==> config.mk <==
export PLATFORM = sky130hd
export DESIGN_NAME = sdmc_ctrl
export DESIGN_NICKNAME = d
export VERILOG_FILES = /design/src/core/sdmc_pkg.sv /design/src/core/sdmc_ctrl.sv /design/src/core/sdmc_cmd_capture.sv /design/src/core/sdmc_step_timer.sv
export SDC_FILE = /design/constraint.sdc
export NUM_CORES = 1
export LEC_CHECK = 0
export BUFFER_PORTS_ARGS = -buffer_cell sky130_fd_sc_hd__buf_2
export CAP_MARGIN = 20
export CORE_ASPECT_RATIO = 2
export CORE_MARGIN = 4
export CORE_UTILIZATION = 45
export DETAILED_ROUTE_END_ITERATION = 16
export PLACE_DENSITY = 0.73
export SYNTH_ARGS = -nofsm -noshare
export SYNTH_HDL_FRONTEND = slang
export SYNTH_SLANG_ARGS = --single-unit
==> constraint.sdc <==
create_clock -name sys_clk_i -period 2.6 [get_ports sys_clk_i]
set_clock_uncertainty 0.15 [all_clocks]
set_input_delay 0.52 -clock sys_clk_i [delete_from_list [all_inputs] [get_ports sys_clk_i]]
set_output_delay 0.52 -clock sys_clk_i [all_outputs]
set_load 0.05 [all_outputs]
==> src/core/sdmc_pkg.sv <==
package sdmc_pkg;

    // command codes seen on the host write port
    localparam logic [7:0] CMD_SW_RESET      = 8'h01;
    localparam logic [7:0] CMD_SELF_DIAG_RD  = 8'h0F;
    localparam logic [7:0] CMD_SLEEP_ENTRY   = 8'h10;
    localparam logic [7:0] CMD_SLEEP_EXIT    = 8'h11;
    localparam logic [7:0] CMD_PARTIAL_ON    = 8'h12;
    localparam logic [7:0] CMD_FULL_SCREEN   = 8'h13;

    // clock rate and derived cycles per microsecond
    localparam int unsigned CLK_FREQ_KHZ   = 25000;
    localparam int unsigned CLK_CYC_PER_US = CLK_FREQ_KHZ / 1000;

    // host-side spacing, kept by the host, not checked here
    localparam int unsigned HOST_CMD_WAIT_MS   = 5;
    localparam int unsigned WAKE_TO_SLEEP_MS   = 120;

    // wake sequence step times, sum stays inside the host wait
    localparam int unsigned SEQ_OSC_START_US     = 1000;
    localparam int unsigned SEQ_DCDC_START_US    = 2000;
    localparam int unsigned SEQ_OFFSET_CHARGE_US = 1500;

    localparam int unsigned SEQ_TIMER_W = 20;
    localparam logic [SEQ_TIMER_W-1:0] SEQ_OSC_START_CYC =
        SEQ_TIMER_W'(SEQ_OSC_START_US * CLK_CYC_PER_US);
    localparam logic [SEQ_TIMER_W-1:0] SEQ_DCDC_START_CYC =
        SEQ_TIMER_W'(SEQ_DCDC_START_US * CLK_CYC_PER_US);
    localparam logic [SEQ_TIMER_W-1:0] SEQ_OFFSET_CHARGE_CYC =
        SEQ_TIMER_W'(SEQ_OFFSET_CHARGE_US * CLK_CYC_PER_US);

    // blank frames shown after the oscillator starts
    localparam logic [1:0] BLANK_FRAMES = 2'h2;

    // self-diagnostic readback byte layout
    localparam int unsigned DIAG_LOAD_BIT  = 7;
    localparam int unsigned DIAG_CKSUM_BIT = 0;
    localparam logic [7:0]  DIAG_RESET     = 8'h00;
    localparam logic [7:0]  DUMMY_READ     = 8'h00;

    typedef struct packed {
        logic       cmd_param_select;
        logic       write_strobe_n;
        logic       read_strobe_n;
        logic [7:0] data;
    } sdmc_host_pins_t;

    typedef struct packed {
        logic osc_en;
        logic dcdc_en;
        logic offset_charge;
        logic scan_en;
    } sdmc_power_t;

    localparam sdmc_power_t POWER_OFF = '{1'b0, 1'b0, 1'b0, 1'b0};

    typedef enum logic [2:0] {
        ST_SLEEP,
        ST_OSC_START,
        ST_DCDC_START,
        ST_OFFSET_CHARGE,
        ST_AWAKE
    } sdmc_state_t;

    // true when a captured command byte carries the given code
    function automatic logic sdmc_cmd_is(input logic [7:0] cmd_byte,
                                         input logic [7:0] code);
        return cmd_byte == code;
    endfunction : sdmc_cmd_is

endpackage : sdmc_pkg

==> src/core/sdmc_ctrl.sv <==
// Operation
// - command 10h puts the device into its lowest-power sleep state
// - sleeping keeps converter, oscillator and panel scanning halted
// - sleeping keeps host interface and frame memory working, contents kept
// - no brightness dimming while going from awake into sleep
// - sleep command while sleeping does nothing; only 11h leaves sleep
// - command 11h wakes: converter on, oscillator started, scanning resumed
// - wake command while awake does nothing; only 10h or the 01h software reset leaves awake
// - accepting the wake command runs the self-diagnostic
// - wake order: oscillator, converter, offset charge, then awake
// - two blank frames follow oscillator start, whatever display on/off says
// - after the blank frames the frame memory is shown
// - command 12h turns partial display mode on
// - partial-on command does nothing while partial mode is active
// - command 13h selects normal full-screen display, clearing partial mode
// - normal-mode command does nothing while normal mode is active
// - read command 0Fh returns load-detect and checksum-mismatch bits
`timescale 1ns/1ns
module sdmc_ctrl
    import sdmc_pkg::*;
#(
    parameter logic [SEQ_TIMER_W-1:0] OSC_START_CYC     = SEQ_OSC_START_CYC,
    parameter logic [SEQ_TIMER_W-1:0] DCDC_START_CYC    = SEQ_DCDC_START_CYC,
    parameter logic [SEQ_TIMER_W-1:0] OFFSET_CHARGE_CYC =
        SEQ_OFFSET_CHARGE_CYC
) (
    input  wire logic            sys_clk_i,
    input  wire logic            resetn_i,
    input  wire sdmc_host_pins_t host_i,
    input  wire logic            frame_tick_i,
    input  wire logic            reg_load_detect_i,
    input  wire logic            checksum_mismatch_i,
    input  wire logic            dimming_req_i,
    output logic [7:0]           data_o,
    output logic                 data_oe_o,
    output sdmc_power_t          power_o,
    output logic                 blank_o,
    output logic                 show_mem_o,
    output logic                 partial_mode_o,
    output logic                 sleep_o,
    output logic                 diag_run_o,
    output logic                 dimming_en_o,
    output logic                 mem_if_en_o
);

    // captured host command
    logic                   cmd_valid;
    logic [7:0]             cmd_byte;
    logic                   sw_reset;

    // wake sequencing
    sdmc_state_t            state_r;
    sdmc_state_t            state_nxt;
    logic                   tmr_load;
    logic                   tmr_abort;
    logic [SEQ_TIMER_W-1:0] tmr_val;
    logic                   tmr_done;

    // display mode and frame state
    logic                   partial_r;
    logic                   partial_nxt;
    logic [1:0]             blank_cnt_r;
    logic [1:0]             blank_cnt_nxt;

    // self-diagnostic results
    logic                   load_flag_r;
    logic                   load_flag_nxt;
    logic                   cksum_flag_r;
    logic                   cksum_flag_nxt;
    logic [7:0]             diag_byte;

    // readback path
    logic                   rd_prev_r;
    logic                   rd_armed_r;
    logic                   rd_armed_nxt;
    logic                   rd_idx_r;
    logic                   rd_idx_nxt;
    logic [7:0]             data_r;
    logic [7:0]             data_nxt;
    logic                   data_oe_r;
    logic                   data_oe_nxt;

    // registered outputs
    sdmc_power_t            power_r;
    sdmc_power_t            power_nxt;
    logic                   blank_r;
    logic                   blank_nxt;
    logic                   show_mem_r;
    logic                   show_mem_nxt;
    logic                   diag_run_r;
    logic                   diag_run_nxt;
    logic                   dimming_r;
    logic                   dimming_nxt;
    logic                   mem_if_en_r;
    logic                   sleep_r;
    logic                   sleep_nxt;

    sdmc_cmd_capture u_cmd_capture (
        .sys_clk_i   (sys_clk_i),
        .resetn_i    (resetn_i),
        .host_i      (host_i),
        .cmd_valid_o (cmd_valid),
        .cmd_byte_o  (cmd_byte)
    );

    sdmc_step_timer u_step_timer (
        .sys_clk_i  (sys_clk_i),
        .resetn_i   (resetn_i),
        .load_i     (tmr_load),
        .abort_i    (tmr_abort),
        .load_val_i (tmr_val),
        .done_o     (tmr_done)
    );

    assign sw_reset = cmd_valid && sdmc_cmd_is(cmd_byte, CMD_SW_RESET);

    // power state machine; commands are decoded in every state, and
    // a sleep command during the wake sequence aborts it at once
    always_comb begin
        state_nxt = state_r;
        tmr_load  = 1'b0;
        tmr_abort = 1'b0;
        tmr_val   = OSC_START_CYC;
        if (sw_reset) begin
            state_nxt = ST_SLEEP;
            tmr_abort = 1'b1;
        end else if (cmd_valid &&
                     sdmc_cmd_is(cmd_byte, CMD_SLEEP_ENTRY)) begin
            // repeated sleep command leaves everything as it is
            if (state_r != ST_SLEEP) begin
                state_nxt = ST_SLEEP;
                tmr_abort = 1'b1;
            end
        end else if (cmd_valid &&
                     sdmc_cmd_is(cmd_byte, CMD_SLEEP_EXIT)) begin
            // wake only counts from sleep; awake it is ignored
            if (state_r == ST_SLEEP) begin
                state_nxt = ST_OSC_START;
                tmr_load  = 1'b1;
                tmr_val   = OSC_START_CYC;
            end
        end else if (tmr_done) begin
            case (state_r)
                ST_OSC_START: begin
                    state_nxt = ST_DCDC_START;
                    tmr_load  = 1'b1;
                    tmr_val   = DCDC_START_CYC;
                end
                ST_DCDC_START: begin
                    state_nxt = ST_OFFSET_CHARGE;
                    tmr_load  = 1'b1;
                    tmr_val   = OFFSET_CHARGE_CYC;
                end
                ST_OFFSET_CHARGE: begin
                    state_nxt = ST_AWAKE;
                end
                default: begin
                    state_nxt = state_r;
                end
            endcase
        end
    end

    always_ff @(posedge sys_clk_i) begin
        if (!resetn_i) begin
            state_r <= ST_SLEEP;
        end else begin
            state_r <= state_nxt;
        end
    end

    // partial/normal mode flag; setting an already set flag is harmless,
    // which is exactly the no-effect behaviour asked for
    always_comb begin
        partial_nxt = partial_r;
        if (sw_reset) begin
            partial_nxt = 1'b0;
        end else if (cmd_valid &&
                     sdmc_cmd_is(cmd_byte, CMD_PARTIAL_ON)) begin
            partial_nxt = 1'b1;
        end else if (cmd_valid &&
                     sdmc_cmd_is(cmd_byte, CMD_FULL_SCREEN)) begin
            partial_nxt = 1'b0;
        end
    end

    always_ff @(posedge sys_clk_i) begin
        if (!resetn_i) begin
            partial_r <= 1'b0;
        end else begin
            partial_r <= partial_nxt;
        end
    end

    // blank-frame counter armed when the oscillator starts; frame ticks
    // are ignored in sleep, where it is held at zero whenever the next state is sleep
    always_comb begin
        blank_cnt_nxt = blank_cnt_r;
        if (state_nxt == ST_SLEEP) begin
            blank_cnt_nxt = 2'h0;
        end else if (state_r == ST_SLEEP) begin
            blank_cnt_nxt = BLANK_FRAMES;
        end else if (frame_tick_i && blank_cnt_r != 2'h0) begin
            blank_cnt_nxt = blank_cnt_r - 2'h1;
        end
    end

    always_ff @(posedge sys_clk_i) begin
        if (!resetn_i) begin
            blank_cnt_r <= 2'h0;
        end else begin
            blank_cnt_r <= blank_cnt_nxt;
        end
    end

    // diagnostic results latched when the wake sequence completes
    always_comb begin
        load_flag_nxt  = load_flag_r;
        cksum_flag_nxt = cksum_flag_r;
        if (sw_reset) begin
            load_flag_nxt  = 1'b0;
            cksum_flag_nxt = 1'b0;
        end else if (state_r == ST_OFFSET_CHARGE &&
                     state_nxt == ST_AWAKE) begin
            load_flag_nxt  = reg_load_detect_i;
            cksum_flag_nxt = checksum_mismatch_i;
        end
    end

    always_ff @(posedge sys_clk_i) begin
        if (!resetn_i) begin
            load_flag_r  <= 1'b0;
            cksum_flag_r <= 1'b0;
        end else begin
            load_flag_r  <= load_flag_nxt;
            cksum_flag_r <= cksum_flag_nxt;
        end
    end

    // readback byte: only the two diagnostic bits are ever set
    always_comb begin
        diag_byte                 = DIAG_RESET;
        diag_byte[DIAG_LOAD_BIT]  = load_flag_r;
        diag_byte[DIAG_CKSUM_BIT] = cksum_flag_r;
    end

    // readback: dummy byte first, then the result; the pins are
    // driven one cycle after the read strobe falls
    always_comb begin
        rd_armed_nxt = rd_armed_r;
        rd_idx_nxt   = rd_idx_r;
        if (cmd_valid) begin
            rd_armed_nxt = sdmc_cmd_is(cmd_byte, CMD_SELF_DIAG_RD);
            rd_idx_nxt   = 1'b0;
        end else if (rd_armed_r && !rd_prev_r && host_i.read_strobe_n) begin
            rd_idx_nxt = 1'b1;
            if (rd_idx_r) begin
                rd_armed_nxt = 1'b0;
            end
        end
        data_oe_nxt = rd_armed_r && !host_i.read_strobe_n &&
                      host_i.cmd_param_select;
        data_nxt    = rd_idx_r ? diag_byte : DUMMY_READ;
    end

    always_ff @(posedge sys_clk_i) begin
        if (!resetn_i) begin
            rd_prev_r  <= 1'b1;
            rd_armed_r <= 1'b0;
            rd_idx_r   <= 1'b0;
            data_r     <= 8'h00;
            data_oe_r  <= 1'b0;
        end else begin
            rd_prev_r  <= host_i.read_strobe_n;
            rd_armed_r <= rd_armed_nxt;
            rd_idx_r   <= rd_idx_nxt;
            data_r     <= data_nxt;
            data_oe_r  <= data_oe_nxt;
        end
    end

    // outputs follow the next state so they change with it, not after
    always_comb begin
        power_nxt               = POWER_OFF;
        power_nxt.osc_en        = state_nxt != ST_SLEEP;
        power_nxt.scan_en       = state_nxt != ST_SLEEP;
        power_nxt.dcdc_en       = state_nxt == ST_DCDC_START ||
                                  state_nxt == ST_OFFSET_CHARGE ||
                                  state_nxt == ST_AWAKE;
        power_nxt.offset_charge = state_nxt == ST_OFFSET_CHARGE;
        blank_nxt    = blank_cnt_nxt != 2'h0;
        show_mem_nxt = state_nxt != ST_SLEEP &&
                       state_nxt != ST_OSC_START &&
                       blank_cnt_nxt == 2'h0;
        diag_run_nxt = state_nxt == ST_OSC_START ||
                       state_nxt == ST_DCDC_START ||
                       state_nxt == ST_OFFSET_CHARGE;
        // dimming drops with the sleep command, never ramps into sleep
        dimming_nxt  = dimming_req_i && state_nxt == ST_AWAKE;
        // sleep flag kept in its own flop so the pin is glitch free
        sleep_nxt    = state_nxt == ST_SLEEP;
    end

    always_ff @(posedge sys_clk_i) begin
        if (!resetn_i) begin
            power_r     <= POWER_OFF;
            blank_r     <= 1'b0;
            show_mem_r  <= 1'b0;
            diag_run_r  <= 1'b0;
            dimming_r   <= 1'b0;
            mem_if_en_r <= 1'b0;
            sleep_r     <= 1'b1;
        end else begin
            power_r     <= power_nxt;
            blank_r     <= blank_nxt;
            show_mem_r  <= show_mem_nxt;
            diag_run_r  <= diag_run_nxt;
            dimming_r   <= dimming_nxt;
            mem_if_en_r <= 1'b1;
            sleep_r     <= sleep_nxt;
        end
    end

    assign data_o         = data_r;
    assign data_oe_o      = data_oe_r;
    assign power_o        = power_r;
    assign blank_o        = blank_r;
    assign show_mem_o     = show_mem_r;
    assign partial_mode_o = partial_r;
    assign sleep_o        = sleep_r;
    assign diag_run_o     = diag_run_r;
    assign dimming_en_o   = dimming_r;
    assign mem_if_en_o    = mem_if_en_r;

endmodule : sdmc_ctrl

==> src/core/sdmc_cmd_capture.sv <==
`timescale 1ns/1ns
module sdmc_cmd_capture
    import sdmc_pkg::*;
(
    input  wire logic            sys_clk_i,
    input  wire logic            resetn_i,
    input  wire sdmc_host_pins_t host_i,
    output logic                 cmd_valid_o,
    output logic [7:0]           cmd_byte_o
);

    logic       wr_prev_r;
    logic       wr_prev_nxt;
    logic       cmd_valid_r;
    logic       cmd_valid_nxt;
    logic [7:0] cmd_byte_r;
    logic [7:0] cmd_byte_nxt;

    // byte taken on the strobe's rising edge with select low;
    // parameter writes are ignored since no command here has any
    always_comb begin
        wr_prev_nxt   = host_i.write_strobe_n;
        cmd_valid_nxt = 1'b0;
        cmd_byte_nxt  = cmd_byte_r;
        if (!wr_prev_r && host_i.write_strobe_n &&
            !host_i.cmd_param_select) begin
            cmd_valid_nxt = 1'b1;
            cmd_byte_nxt  = host_i.data;
        end
    end

    // strobe history resets high so no edge is seen at release
    always_ff @(posedge sys_clk_i) begin
        if (!resetn_i) begin
            wr_prev_r   <= 1'b1;
            cmd_valid_r <= 1'b0;
            cmd_byte_r  <= 8'h00;
        end else begin
            wr_prev_r   <= wr_prev_nxt;
            cmd_valid_r <= cmd_valid_nxt;
            cmd_byte_r  <= cmd_byte_nxt;
        end
    end

    assign cmd_valid_o = cmd_valid_r;
    assign cmd_byte_o  = cmd_byte_r;

endmodule : sdmc_cmd_capture

==> src/core/sdmc_step_timer.sv <==
`timescale 1ns/1ns
module sdmc_step_timer
    import sdmc_pkg::*;
(
    input  wire logic                   sys_clk_i,
    input  wire logic                   resetn_i,
    input  wire logic                   load_i,
    input  wire logic                   abort_i,
    input  wire logic [SEQ_TIMER_W-1:0] load_val_i,
    output logic                        done_o
);

    logic                   busy_r;
    logic                   busy_nxt;
    logic                   done_r;
    logic                   done_nxt;
    logic [SEQ_TIMER_W-1:0] cnt_r;
    logic [SEQ_TIMER_W-1:0] cnt_nxt;

    // count down from the load value; done pulses once at the end
    always_comb begin
        busy_nxt = busy_r;
        done_nxt = 1'b0;
        cnt_nxt  = cnt_r;
        if (abort_i) begin
            busy_nxt = 1'b0;
        end else if (load_i) begin
            busy_nxt = 1'b1;
            cnt_nxt  = load_val_i;
        end else if (busy_r) begin
            if (cnt_r <= SEQ_TIMER_W'(1)) begin
                busy_nxt = 1'b0;
                done_nxt = 1'b1;
            end else begin
                cnt_nxt = cnt_r - SEQ_TIMER_W'(1);
            end
        end
    end

    always_ff @(posedge sys_clk_i) begin
        if (!resetn_i) begin
            busy_r <= 1'b0;
            done_r <= 1'b0;
            cnt_r  <= '0;
        end else begin
            busy_r <= busy_nxt;
            done_r <= done_nxt;
            cnt_r  <= cnt_nxt;
        end
    end

    assign done_o = done_r;

endmodule : sdmc_step_timer

==> results of run 1 <==
logic make-up (layout without fill, tap and decap cells):
logic type,Yosys count,in the layout
other,1,6
adder cells (fa/ha/maj),3,3
multiplexers,13,13
XOR/XNOR,12,12
AND/OR/NAND/NOR,145,145
flip-flops,55,55
buffers and inverters,23,55
AO/OA/AOI/OAI,54,54
placed cells by master, fill, tap and decap left out, types with 5 or more instances in the layout:
cell,netlist,routed
a21oi_1,17,17
buf_2,1,30
buf_4,7,10
clkbuf_16,0,5
conb_1,1,6
dfxtp_1,55,55
inv_1,7,7
mux2i_1,12,12
nand2_1,27,27
nand2b_1,5,5
nand3_1,8,8
nor2_1,27,27
nor2b_1,10,10
nor3_1,18,17
o21ai_0,8,8
o31ai_1,5,5
or3_1,5,5
or4_1,5,5
xnor2_1,6,6
xor2_1,6,6
how the worst max path moves through the flow:
stage	to	slack, ns	cells after the start
2_1_floorplan	u_step_timer.cnt_r[12]	0.34	7
4_1_cts	blank_cnt_r[1]	0.11	6
3_3_place_gp	blank_o	0.16	6
3_5_place_dp	blank_cnt_r[1]	0.12	6
6_report	u_step_timer.cnt_r[12]	0.15	6
5_1_grt	u_step_timer.cnt_r[12]	0.007	6
power by group through the flow:
stage	registers [mW]	clock network [mW]	logic, mW
finish	0.851	0.764	0.0783
CTS	0.851	0.771	0.0782
detailed placement	0.871	0	0.0777
global route	0.852	0.801	0.0854
floorplan	0.873	0	0.0566
global placement	0.870	0	0.0769
flip-flops by register name, indices dropped and copies added (netlist names), 2 cells and up:
name	count
u_cmd_capture.cmd_byte_o	8
power_o	3
u_step_timer.cnt_r	20
blank_cnt_r	2
state_r	3
data_o	2
layout make-up:
type | instances | area [um2]
fill | 525 | 2650
timing repair buffer | 40 | 225
clock buffer | 5 | 125
sequential | 55 | 1100
multi-input combinational | 233 | 1510
clock inverter | 3 | 47.5
inverter | 7 | 26.3
tap | 61 | 76.3
through the flow:
stage	cell area [um2]	hold WS, ns
CTS	3100	0.277
global placement	2930	0.291
detailed placement	2930	0.307
finish	3110	0.275
global route	3110	0.291
floorplan	2730	0.273
layer usage:
metal | up-vias | wire length (um) | GRT usage [%]
met5 | - | 0 | 0
met1 | 1086 | 2160 | 15.7
li1 | 1153 | - | -
met2 | 65 | 3600 | 33.8
met4 | 0 | 386 | 13.0
met3 | 28 | 185 | 2.87
==> key figures, run 1 <==
Worst setup path
  – Largest stage delay on the critical path: slightly below 0.7 ns
  – Worst-path fanout max: 7
  – Worst path arrival time: about 2.5 ns
  – Worst R2R Start: u_cmd_capture.cmd_byte_o[1]
  – WP data required: ~2.6 ns
  – FF-to-FF path depth: 6
  – Most used cell, CP: o21ai_2
  – CP cell instances: or4b_1 > or2_1 > o21ai_2 > o21ai_2 > and2_4 > a32o_1
  – Worst setup SP type: register
  – CP max stage cell: or4b_1
  – Crit path launch: u_cmd_capture.cmd_byte_o[1]
  – Top delay family on crit path: simple AND/OR/NAND/NOR gates
  – Reg2reg setup slack: 0.15 ns
  – Worst path bufs/invs: 0
  – Crit end category: register
  – Critical R2R Capture: u_step_timer.cnt_r[12]
  – CP Class: reg -> reg

STA
  – Worst-margin pin slew: 0.496 ns
  – Max Fclk: between 400 and 500 MHz
  – Final setup vio count: 0
  – Sum of negative setup slack: 0 ns
  – Setup WS post-layout: around 0.15 ns
  – Max Slew Vio Count: 0
  – Final Hold Viols: 0
  – Unrepaired setup endpoints after global routing: false
  – Rel. slew slack: about 66%
  – Period minus WS final: 2.45 ns
  – Crit share post-route: between 90% and 100%

Synth
  – Synthesis-stage register bit count: between 50 and 60
  – Synth Area in Simple Gates: between 30 and 40%
  – Combinational family with the most area after synthesis: simple AND/OR/NAND/NOR gates
  – Post-synthesis compound-gate area fraction: 13.9%
  – Mux cell area share after synthesis: under 10%
  – Top cells by count, synth: 55 x dfxtp_1, 27 x nand2_1, 27 x nor2_1
  – Cells after synthesis: a little over 300
  – Synth area leaders: dfxtp_1 41%, mux2i_1 4.4%, nand2_1 3.7%, nor2_1 3.7%, nor3_1 3.3%
  – Synth unique cells: 63
  – Synthesized area: about 2700 um2
  – Ys Warns: 0
  – Avg Cell Area, Syn: slightly below 9 um2
  – Most frequent cell after synthesis: dfxtp_1
  – Asr flop ratio synth: 0%
  – Post-synth top flop: dfxtp_1
  – Adder-cell area share of the yosys netlist: 1.39%
  – Yosys top cell area share: 40.6%
  – Synth area leader: dfxtp_1
  – Post-synthesis xor/xnor area fraction: a little under 4%
  – Post-synth EDFFs: 0
  – Seq/Total Area, Yosys: approximately two fifths

Run status
  – Outcome: finished, final reports clean

Pwr
  – Clk pwr share: 45.1%
  – Internal power: approximately 1.3 mW
  – Static leakage: between 1 and 1.5 nW
  – Power density cells: 544 nW/um2
  – Psw: between 0.3 and 0.4 mW
  – Part of the power in combinational logic: ~4.6%
  – PnR Total Power: between 1.5 and 2 mW
  – VDD IR-drop max: approximately 0.26 mV
  – Switching Fraction: about a fifth
  – Flop pwr share: 50.3%

Place
  – Placer congestion estimate: slightly below 1
  – Inst Count DP: a little under 400
  – Number of I/O port buffers: 30
  – Post-DP HPWL: around 4900 um
  – Pre-CTS WS: 0.116 ns

Clock network
  – Worst-skew pair later-pin latency: slightly below 0.3 ns
  – Root buf cell: clkbuf_16
  – # Post-CTS Setup Buffers: 0
  – TritonCTS Buffers: 5
  – CTS tree: yes
  – CTS H-tree lvls: 2
  – CTS resizes: 0
  – Clock transition at path regs: around 0.070 ns
  – Clock Sinks: 55
  – Maximum buffer depth of the clock tree: 2
  – Cts hold-fix bufs: 0

Floorplan
  – Initial Utilization: between 40 and 50%
  – Die X: 62.9 um
  – I/O pin count: 37
  – # rows: 39
  – Core footprint: ~5800 um2
  – Die height: 118 um
  – Die ar.: 7400 um2

Global route
  – Largest net degree at the start of global routing: 26
  – Vias in the first global route: around 2300
  – First-pass GRT wire length: a little over 10000 um
  – GRT overflow: 0
  – GRT Util Overall: approximately 18%
  – Initial antenna violation count: 0

Final layout
  – Ant. Diodes: 0
  – Layout cells sized above 1: 19.8%
  – Nets: 362
  – Util after Layout: 54.0%
  – Layout area overhead: 14.8%
  – Finished Layout Cells: between 400 and 500

Drt
  – DRC: 0
  – Via Count: 2332
  – Avg WL per Cell: 15.7 um
  – DRT iter0 DRCs: a little over 100
  – DR vias/cell: around 5.8
  – Routed Antenna Nets: 0
  – Total wire length: roughly 6300 um
  – Drt pass-1 iters: 4

Min path
  – Hold Path Class: in -> reg
  – Min-Delay Path Depth: 2
  – Hold wc startpoint: host_i[9]
  – Hold EP: u_cmd_capture.wr_prev_r

Run
  – Max_cap viols: 0
Note: power is estimated with default switching activity, not from simulation.
==> run 2, diff against run 1 <==
--- a/config.mk
+++ b/config.mk
@@ -9,9 +9,9 @@
 export CAP_MARGIN = 20
 export CORE_ASPECT_RATIO = 2
 export CORE_MARGIN = 4
-export CORE_UTILIZATION = 45
+export CORE_UTILIZATION = 57
 export DETAILED_ROUTE_END_ITERATION = 16
-export PLACE_DENSITY = 0.73
+export PLACE_DENSITY = 0.87
 export SYNTH_ARGS = -nofsm -noshare
 export SYNTH_HDL_FRONTEND = slang
 export SYNTH_SLANG_ARGS = --single-unit
==> key figures, run 2 (same netlist as run 1, synthesis figures left out) <==
Pwr
  – Static leakage: about 1.3 nW
  – Power density cells: 504 nW/um2
  – VDD IR-drop max: ~0.59 mV

Floorplan
  – Core footprint: 4600 um2
  – I/O pin count: 37
  – # rows: 35
  – Initial Utilization: between 50% and 60%
  – Die ar.: 5990 um2
  – Die X: roughly 57 um
  – Die height: between 100 and 150 um

Final layout
  – Most frequent cells in the layout: 55 x dfxtp_1, 30 x buf_2, 27 x nand2_1, 27 x nor2_1
  – Commonest non-fill, non-tap cell in the layout: dfxtp_1
  – Ant. Diodes: 0
  – Finished Layout Cells: roughly 400
  – Layout area overhead: 12.1%
  – Fillcell total: between 300 and 400
  – Number of flip-flops in the largest register: 20
  – Layout cells sized above 1: between 10% and 20%
  – Nets: 360
  – Largest Register: u_step_timer.cnt_r

Run status
  – Outcome: finished, final reports clean

Global route
  – GRT Util Overall: between 20 and 25%
  – Vias in the first global route: around 2400
  – Initial antenna violation count: 0
  – Largest net degree at the start of global routing: 22
  – GRT overflow: 0
  – First-pass GRT wire length: between 10000 and 15000 um

STA
  – Max Fclk: 402 MHz
  – Final setup vio count: 0
  – Sum of negative setup slack: 0 ns
  – Final Hold Viols: 0
  – Max Slew Vio Count: 0
  – Worst-margin pin slew: about 0.55 ns
  – Unrepaired setup endpoints after global routing: false
  – Period minus WS final: 2.49 ns
  – Setup WS post-layout: about 0.11 ns
  – Rel. slew slack: between 60% and 70%
  – Crit share post-route: 95.7%

Worst setup path
  – Worst R2R Start: u_cmd_capture.cmd_byte_o[1]
  – Worst-path fanout max: 6
  – Crit path launch: u_cmd_capture.cmd_byte_o[1]
  – Worst setup SP type: register
  – Critical R2R Capture: u_step_timer.cnt_r[12]
  – CP Class: reg -> reg
  – Crit end category: register
  – WP data required: 2.65 ns
  – Top delay family on crit path: simple AND/OR/NAND/NOR gates
  – CP cell instances: or4b_1 > o311ai_4 > and2_4 > o21ai_2 > and2_4 > a32o_1
  – Most used cell, CP: and2_4
  – CP max stage cell: or4b_1
  – Critical Path End: u_step_timer.cnt_r[12]
  – Worst path arrival time: approximately 2.5 ns
  – Largest stage delay on the critical path: between 0.6 and 0.7 ns
  – FF-to-FF path depth: 6
  – Crit path depth: 6
  – Worst path bufs/invs: 0
  – Reg2reg setup slack: between 0.1 and 0.15 ns

Place
  – Post-DP HPWL: ~5000 um
  – Number of I/O port buffers: 30
  – Pre-CTS WS: between 0.1 and 0.15 ns
  – Placer congestion estimate: just under 1
  – Inst Count DP: a little under 400

Min path
  – Hold Path Class: in -> reg

Drt
  – Via Count: between 2000 and 2500
  – Total wire length: roughly 6500 um
  – Drt pass-1 iters: 7
  – DR vias/cell: approximately 6
  – Routed Antenna Nets: 0
  – DRC: 0
  – DRT iter0 DRCs: between 90 and 100
  – Avg WL per Cell: about 16 um

Clock network
  – Maximum buffer depth of the clock tree: 2
  – CTS tree: yes
  – TritonCTS Buffers: 5
  – Clock transition at path regs: 0.10 ns
  – CTS H-tree lvls: 2
  – Root buf cell: clkbuf_8
  – Clock Sinks: between 50 and 60
  – Worst-skew pair later-pin latency: between 0.3 and 0.4 ns

Run
  – Max_cap viols: 0
run 2: worst min-delay path by stage:
stage / start / endpoint / slack, ns / cells past startpoint
after detailed placement: rd_armed_r / data_oe_o / 0.30 / 2
after global placement: rd_armed_r / data_oe_o / 0.29 / 2
after floorplan: rd_armed_r / data_oe_o / 0.27 / 2
after global routing: host_i[9] / u_cmd_capture.wr_prev_r / 0.26 / 2
after CTS: host_i[9] / u_cmd_capture.wr_prev_r / 0.24 / 2
final: host_i[9] / u_cmd_capture.wr_prev_r / 0.24 / 2
run 2: area by class of cell:
cell class | instances | area, um2 | share of cell area [%]
clock buffers | 6 | 82.6 | 2.72
well taps | 55 | 68.8 | 2.27
inverters | 7 | 26.3 | 0.865
clock inverters | 2 | 38.8 | 1.28
multi-input cells | 233 | 1510 | 49.7
flip-flops and latches | 55 | 1100 | 36.2
repair buffers | 38 | 210 | 6.92
run 2: where the power goes:
| group | leakage (nW) | total, mW | switching (mW) | internal, mW |
|---|---|---|---|---|
| Combinational | 0.757 | 0.0772 | 0.0529 | 0.0244 |
| Sequential | 0.444 | 0.852 | 0.00446 | 0.847 |
| Clock | 0.0618 | 0.601 | 0.284 | 0.317 |
| Total | 1.26 | 1.53 | 0.341 | 1.19 |
run 2: per-layer routing:
metal | routed length (um) | track usage [%]
met4 | 546 | 17.4
met2 | 3590 | 42.5
met3 | 240 | 2.45
met5 | 0 | 0
met1 | 2110 | 20.4
run 2: timing repair:
action / CTS / global route
hold buffers: 0 / 0
buffers inserted: 0 / 0
hold endpoints to repair: 0 / 0
endpoints found under the setup margin: 0 / 7
gates resized for setup: 0 / 2
run 2: through the flow:
step / utilization, % / hold WS (ns) / power, mW / cell area [um2]
6_report: 66.1 / 0.245 / 1.53 / 3040
5_1_grt: 66.1 / 0.261 / 1.57 / 3040
4_1_cts: 65.8 / 0.243 / 1.54 / 3030
3_5_place_dp: 63.2 / 0.299 / 0.948 / 2910
3_3_place_gp: 63.2 / 0.291 / 0.946 / 2910
2_1_floorplan: - / 0.273 / 0.929 / 2730
==> run 3, diff against run 2 <==
--- a/config.mk
+++ b/config.mk
@@ -5,13 +5,16 @@
 export SDC_FILE = /design/constraint.sdc
 export NUM_CORES = 1
 export LEC_CHECK = 0
+export ABC_AREA = 1
 export BUFFER_PORTS_ARGS = -buffer_cell sky130_fd_sc_hd__buf_2
 export CAP_MARGIN = 20
+export CELL_PAD_IN_SITES_DETAIL_PLACEMENT = 1
+export CELL_PAD_IN_SITES_GLOBAL_PLACEMENT = 1
 export CORE_ASPECT_RATIO = 2
 export CORE_MARGIN = 4
-export CORE_UTILIZATION = 57
+export CORE_UTILIZATION = 42
 export DETAILED_ROUTE_END_ITERATION = 16
-export PLACE_DENSITY = 0.87
+export PLACE_DENSITY = 0.88
 export SYNTH_ARGS = -nofsm -noshare
 export SYNTH_HDL_FRONTEND = slang
 export SYNTH_SLANG_ARGS = --single-unit
==> key figures, run 3 <==
Synth
  – Cells after synthesis: ~420
  – Synth unique cells: 37
  – Synthesized area: approximately 3000 um2
  – Post-synthesis compound-gate area fraction: 10.2%
  – Synth area leader: dfxtp_1
  – Synth area leaders: dfxtp_1 37%, nand2_1 11%, nor2_1 8.4%, inv_1 5.9%, nand3_1 4.2%
  – Most frequent cell after synthesis: nand2_1
  – Adder-cell area share of the yosys netlist: under 10%
  – Post-synthesis xor/xnor area fraction: about 4.4%
  – Ys Warns: 0
  – Avg Cell Area, Syn: between 7 and 8 um2
  – Post-synth EDFFs: 0
  – Asr flop ratio synth: 0%
  – Mux cell area share after synthesis: 0%
  – Seq/Total Area, Yosys: 36.7%
  – Post-synth top flop: dfxtp_1
  – Top cells by count, synth: 85 x nand2_1, 67 x nor2_1, 55 x dfxtp_1
  – Synthesis-stage register bit count: 55
  – Yosys top cell area share: between 30% and 40%
  – Synth Area in Simple Gates: approximately 37%
  – Combinational family with the most area after synthesis: simple AND/OR/NAND/NOR gates

STA
  – Max Slew Vio Count: 0
  – Worst-margin pin slew: about 0.68 ns
  – Crit share post-route: 85.6%
  – Rel. slew slack: a little over half
  – Setup WS post-layout: approximately 0.38 ns
  – Unrepaired setup endpoints after global routing: false
  – Final Hold Viols: 0
  – Period minus WS final: roughly 2.2 ns
  – Sum of negative setup slack: 0 ns
  – Max Fclk: between 400 and 500 MHz
  – Final setup vio count: 0

Floorplan
  – # rows: between 40 and 50
  – Core footprint: approximately 7000 um2
  – Initial Utilization: 43.2%
  – I/O pin count: 37
  – Die X: 67.7 um
  – Die height: between 100 and 150 um
  – Die ar.: 8640 um2

Clock network
  – # Post-CTS Setup Buffers: 0
  – CTS resizes: 0
  – CTS tree: yes
  – Maximum buffer depth of the clock tree: 2
  – TritonCTS Buffers: 5
  – Cts hold-fix bufs: 0
  – CTS H-tree lvls: 2
  – Clock transition at path regs: ~0.070 ns
  – Clock Sinks: 55
  – Worst-skew pair later-pin latency: ~0.30 ns
  – Root buf cell: clkbuf_16

Place
  – Placer congestion estimate: about 0.97
  – Pre-CTS WS: 0.395 ns
  – Number of I/O port buffers: 30
  – Post-DP HPWL: 6970 um

Worst setup path
  – CP Class: reg -> reg
  – Worst-path fanout max: 14
  – Crit end category: register
  – Crit path launch: u_step_timer.cnt_r[0]
  – Worst R2R Start: u_step_timer.cnt_r[0]
  – WP data required: between 2 and 3 ns
  – Worst setup SP type: register
  – Worst path arrival time: around 2.3 ns

Global route
  – Most crowded layer after global routing: met2
  – GRT Util Overall: a little over a fifth
  – First-pass GRT wire length: 14100 um
  – GRT met3 Usage: 2.90%
  – GRT overflow: 0
  – Initial antenna violation count: 0
  – Met2 GRT Util: a little over two fifths
  – M1 GR Usage: a little under a fifth
  – Largest net degree at the start of global routing: 25
  – Vias in the first global route: roughly 3000

Drt
  – DR vias/cell: 5.17
  – Routed Antenna Nets: 0
  – Via Count: 2813
  – Avg WL per Cell: 16.2 um
  – DRT iter0 DRCs: 89
  – DRC: 0
  – Drt pass-1 iters: 4
  – Total wire length: 8790 um

Final layout
  – Number of flip-flops in the largest register: 20
  – Largest Register: u_step_timer.cnt_r
  – Most frequent cells in the layout: 85 x nand2_1, 67 x nor2_1, 55 x dfxtp_1
  – Ant. Diodes: 0
  – Layout area overhead: 11.7%
  – Commonest non-fill, non-tap cell in the layout: nand2_1
  – Nets: roughly 470
  – Layout cells sized above 1: about a fifth

Pwr
  – Power density cells: around 500 nW/um2
  – Psw: 0.388 mW
  – Internal power: about 1.3 mW
  – Flop pwr share: 51.1%
  – Static leakage: ~1.6 nW
  – Clk pwr share: a little over two fifths
  – Switching Fraction: a little under a quarter
  – VDD IR-drop max: 0.235 mV
  – Part of the power in combinational logic: 5.2%

Run status
  – Outcome: finished, final reports clean

Min path
  – Hold Path Class: in -> reg
  – Hold wc startpoint: host_i[9]

Run
  – Max_cap viols: 0
[run 3: cell count changes after synthesis, moves of 6 or more]
cell	change
nand2_1	+58
a21oi_2	+7
inv_1	+40
nor2b_1	-10
nor2_1	+40
nand3_1	+17
nand2_2	+9
mux2i_1	-12
nand4_1	+9
nor2_2	+9
o21ai_0	+11
inv_2	+6
nor3_1	-13
[run 3: worst max-delay path: stages (launching register included)]
cell and delay (ns):
dfxtp_1 0.41, inv_1 0.11, ha_1 0.28, nand2_2 0.13, inv_2 0.05, nor2_1 0.10, or2_4 0.16, nor2_8 0.04
nor2_8 0.20, inv_4 0.08, nand2_4 0.15, nand2_1 0.10, inv_1 0.08, nand2_1 0.06, nand2_1 0.06
[run 3: cell type report]
| cell class | count | area, um2 |
|---|---|---|
| Clock buffer | 7 | 153 |
| Timing Repair Buffer | 33 | 173 |
| Clock inverter | 1 | 7.51 |
| Multi-Input combinational cell | 304 | 1600 |
| Inverter | 54 | 205 |
| Sequential cell | 55 | 1100 |
| Fill cell | 916 | 3590 |
| Tap cell | 90 | 113 |
[run 3: logic make-up (layout without fill, tap and decap cells)]
family,count (synthesis),count (layout)
flops,55,55
other cells,1,6
compound gates,52,52
xor+xnor,15,15
simple gates,228,228
fa+ha+maj,3,3
buf+inv,69,95
[run 3: through the flow]
step / cells / hold WS (ns) / utilization, % / instance area, um2 / power [mW]
final: 544 / 0.256 / 48.2 / 3350 / 1.67
after global routing: 544 / 0.276 / 48.2 / 3350 / 1.73
after CTS: 544 / 0.259 / 48.2 / 3350 / 1.68
after detailed placement: 536 / 0.297 / 45.9 / 3190 / 0.960
after global placement: 536 / 0.272 / 45.9 / 3190 / 0.958
after floorplan: 428 / 0.258 / - / 3020 / 0.939
[run 3: per-layer routing]
layer | part of all wire (%) | vias to the layer above
met5 | 0 | -
met4 | 6.1 | 0
met3 | 2.4 | 31
met2 | 59 | 58
met1 | 33 | 1340
li1 | - | 1384
[run 3: path summary, 6_finish.rpt]
check | to | slack [ns] | cells past startpoint
setup / recovery | u_step_timer.cnt_r[2] | 0.38 | 14
hold / removal | u_cmd_capture.wr_prev_r | 0.26 | 3
hold reg to reg | data_o[7] | 0.30 | 2
setup reg to reg | u_step_timer.cnt_r[2] | 0.38 | 14
[run 3: power by group through the flow]
| stage | logic (mW) | registers (mW) | clock network [mW] |
|---|---|---|---|
| final | 0.0875 | 0.853 | 0.730 |
| after global routing | 0.0955 | 0.854 | 0.781 |
| after CTS | 0.0880 | 0.853 | 0.743 |
| after detailed placement | 0.0873 | 0.873 | 0 |
| after global placement | 0.0858 | 0.872 | 0 |
| after floorplan | 0.0641 | 0.875 | 0 |
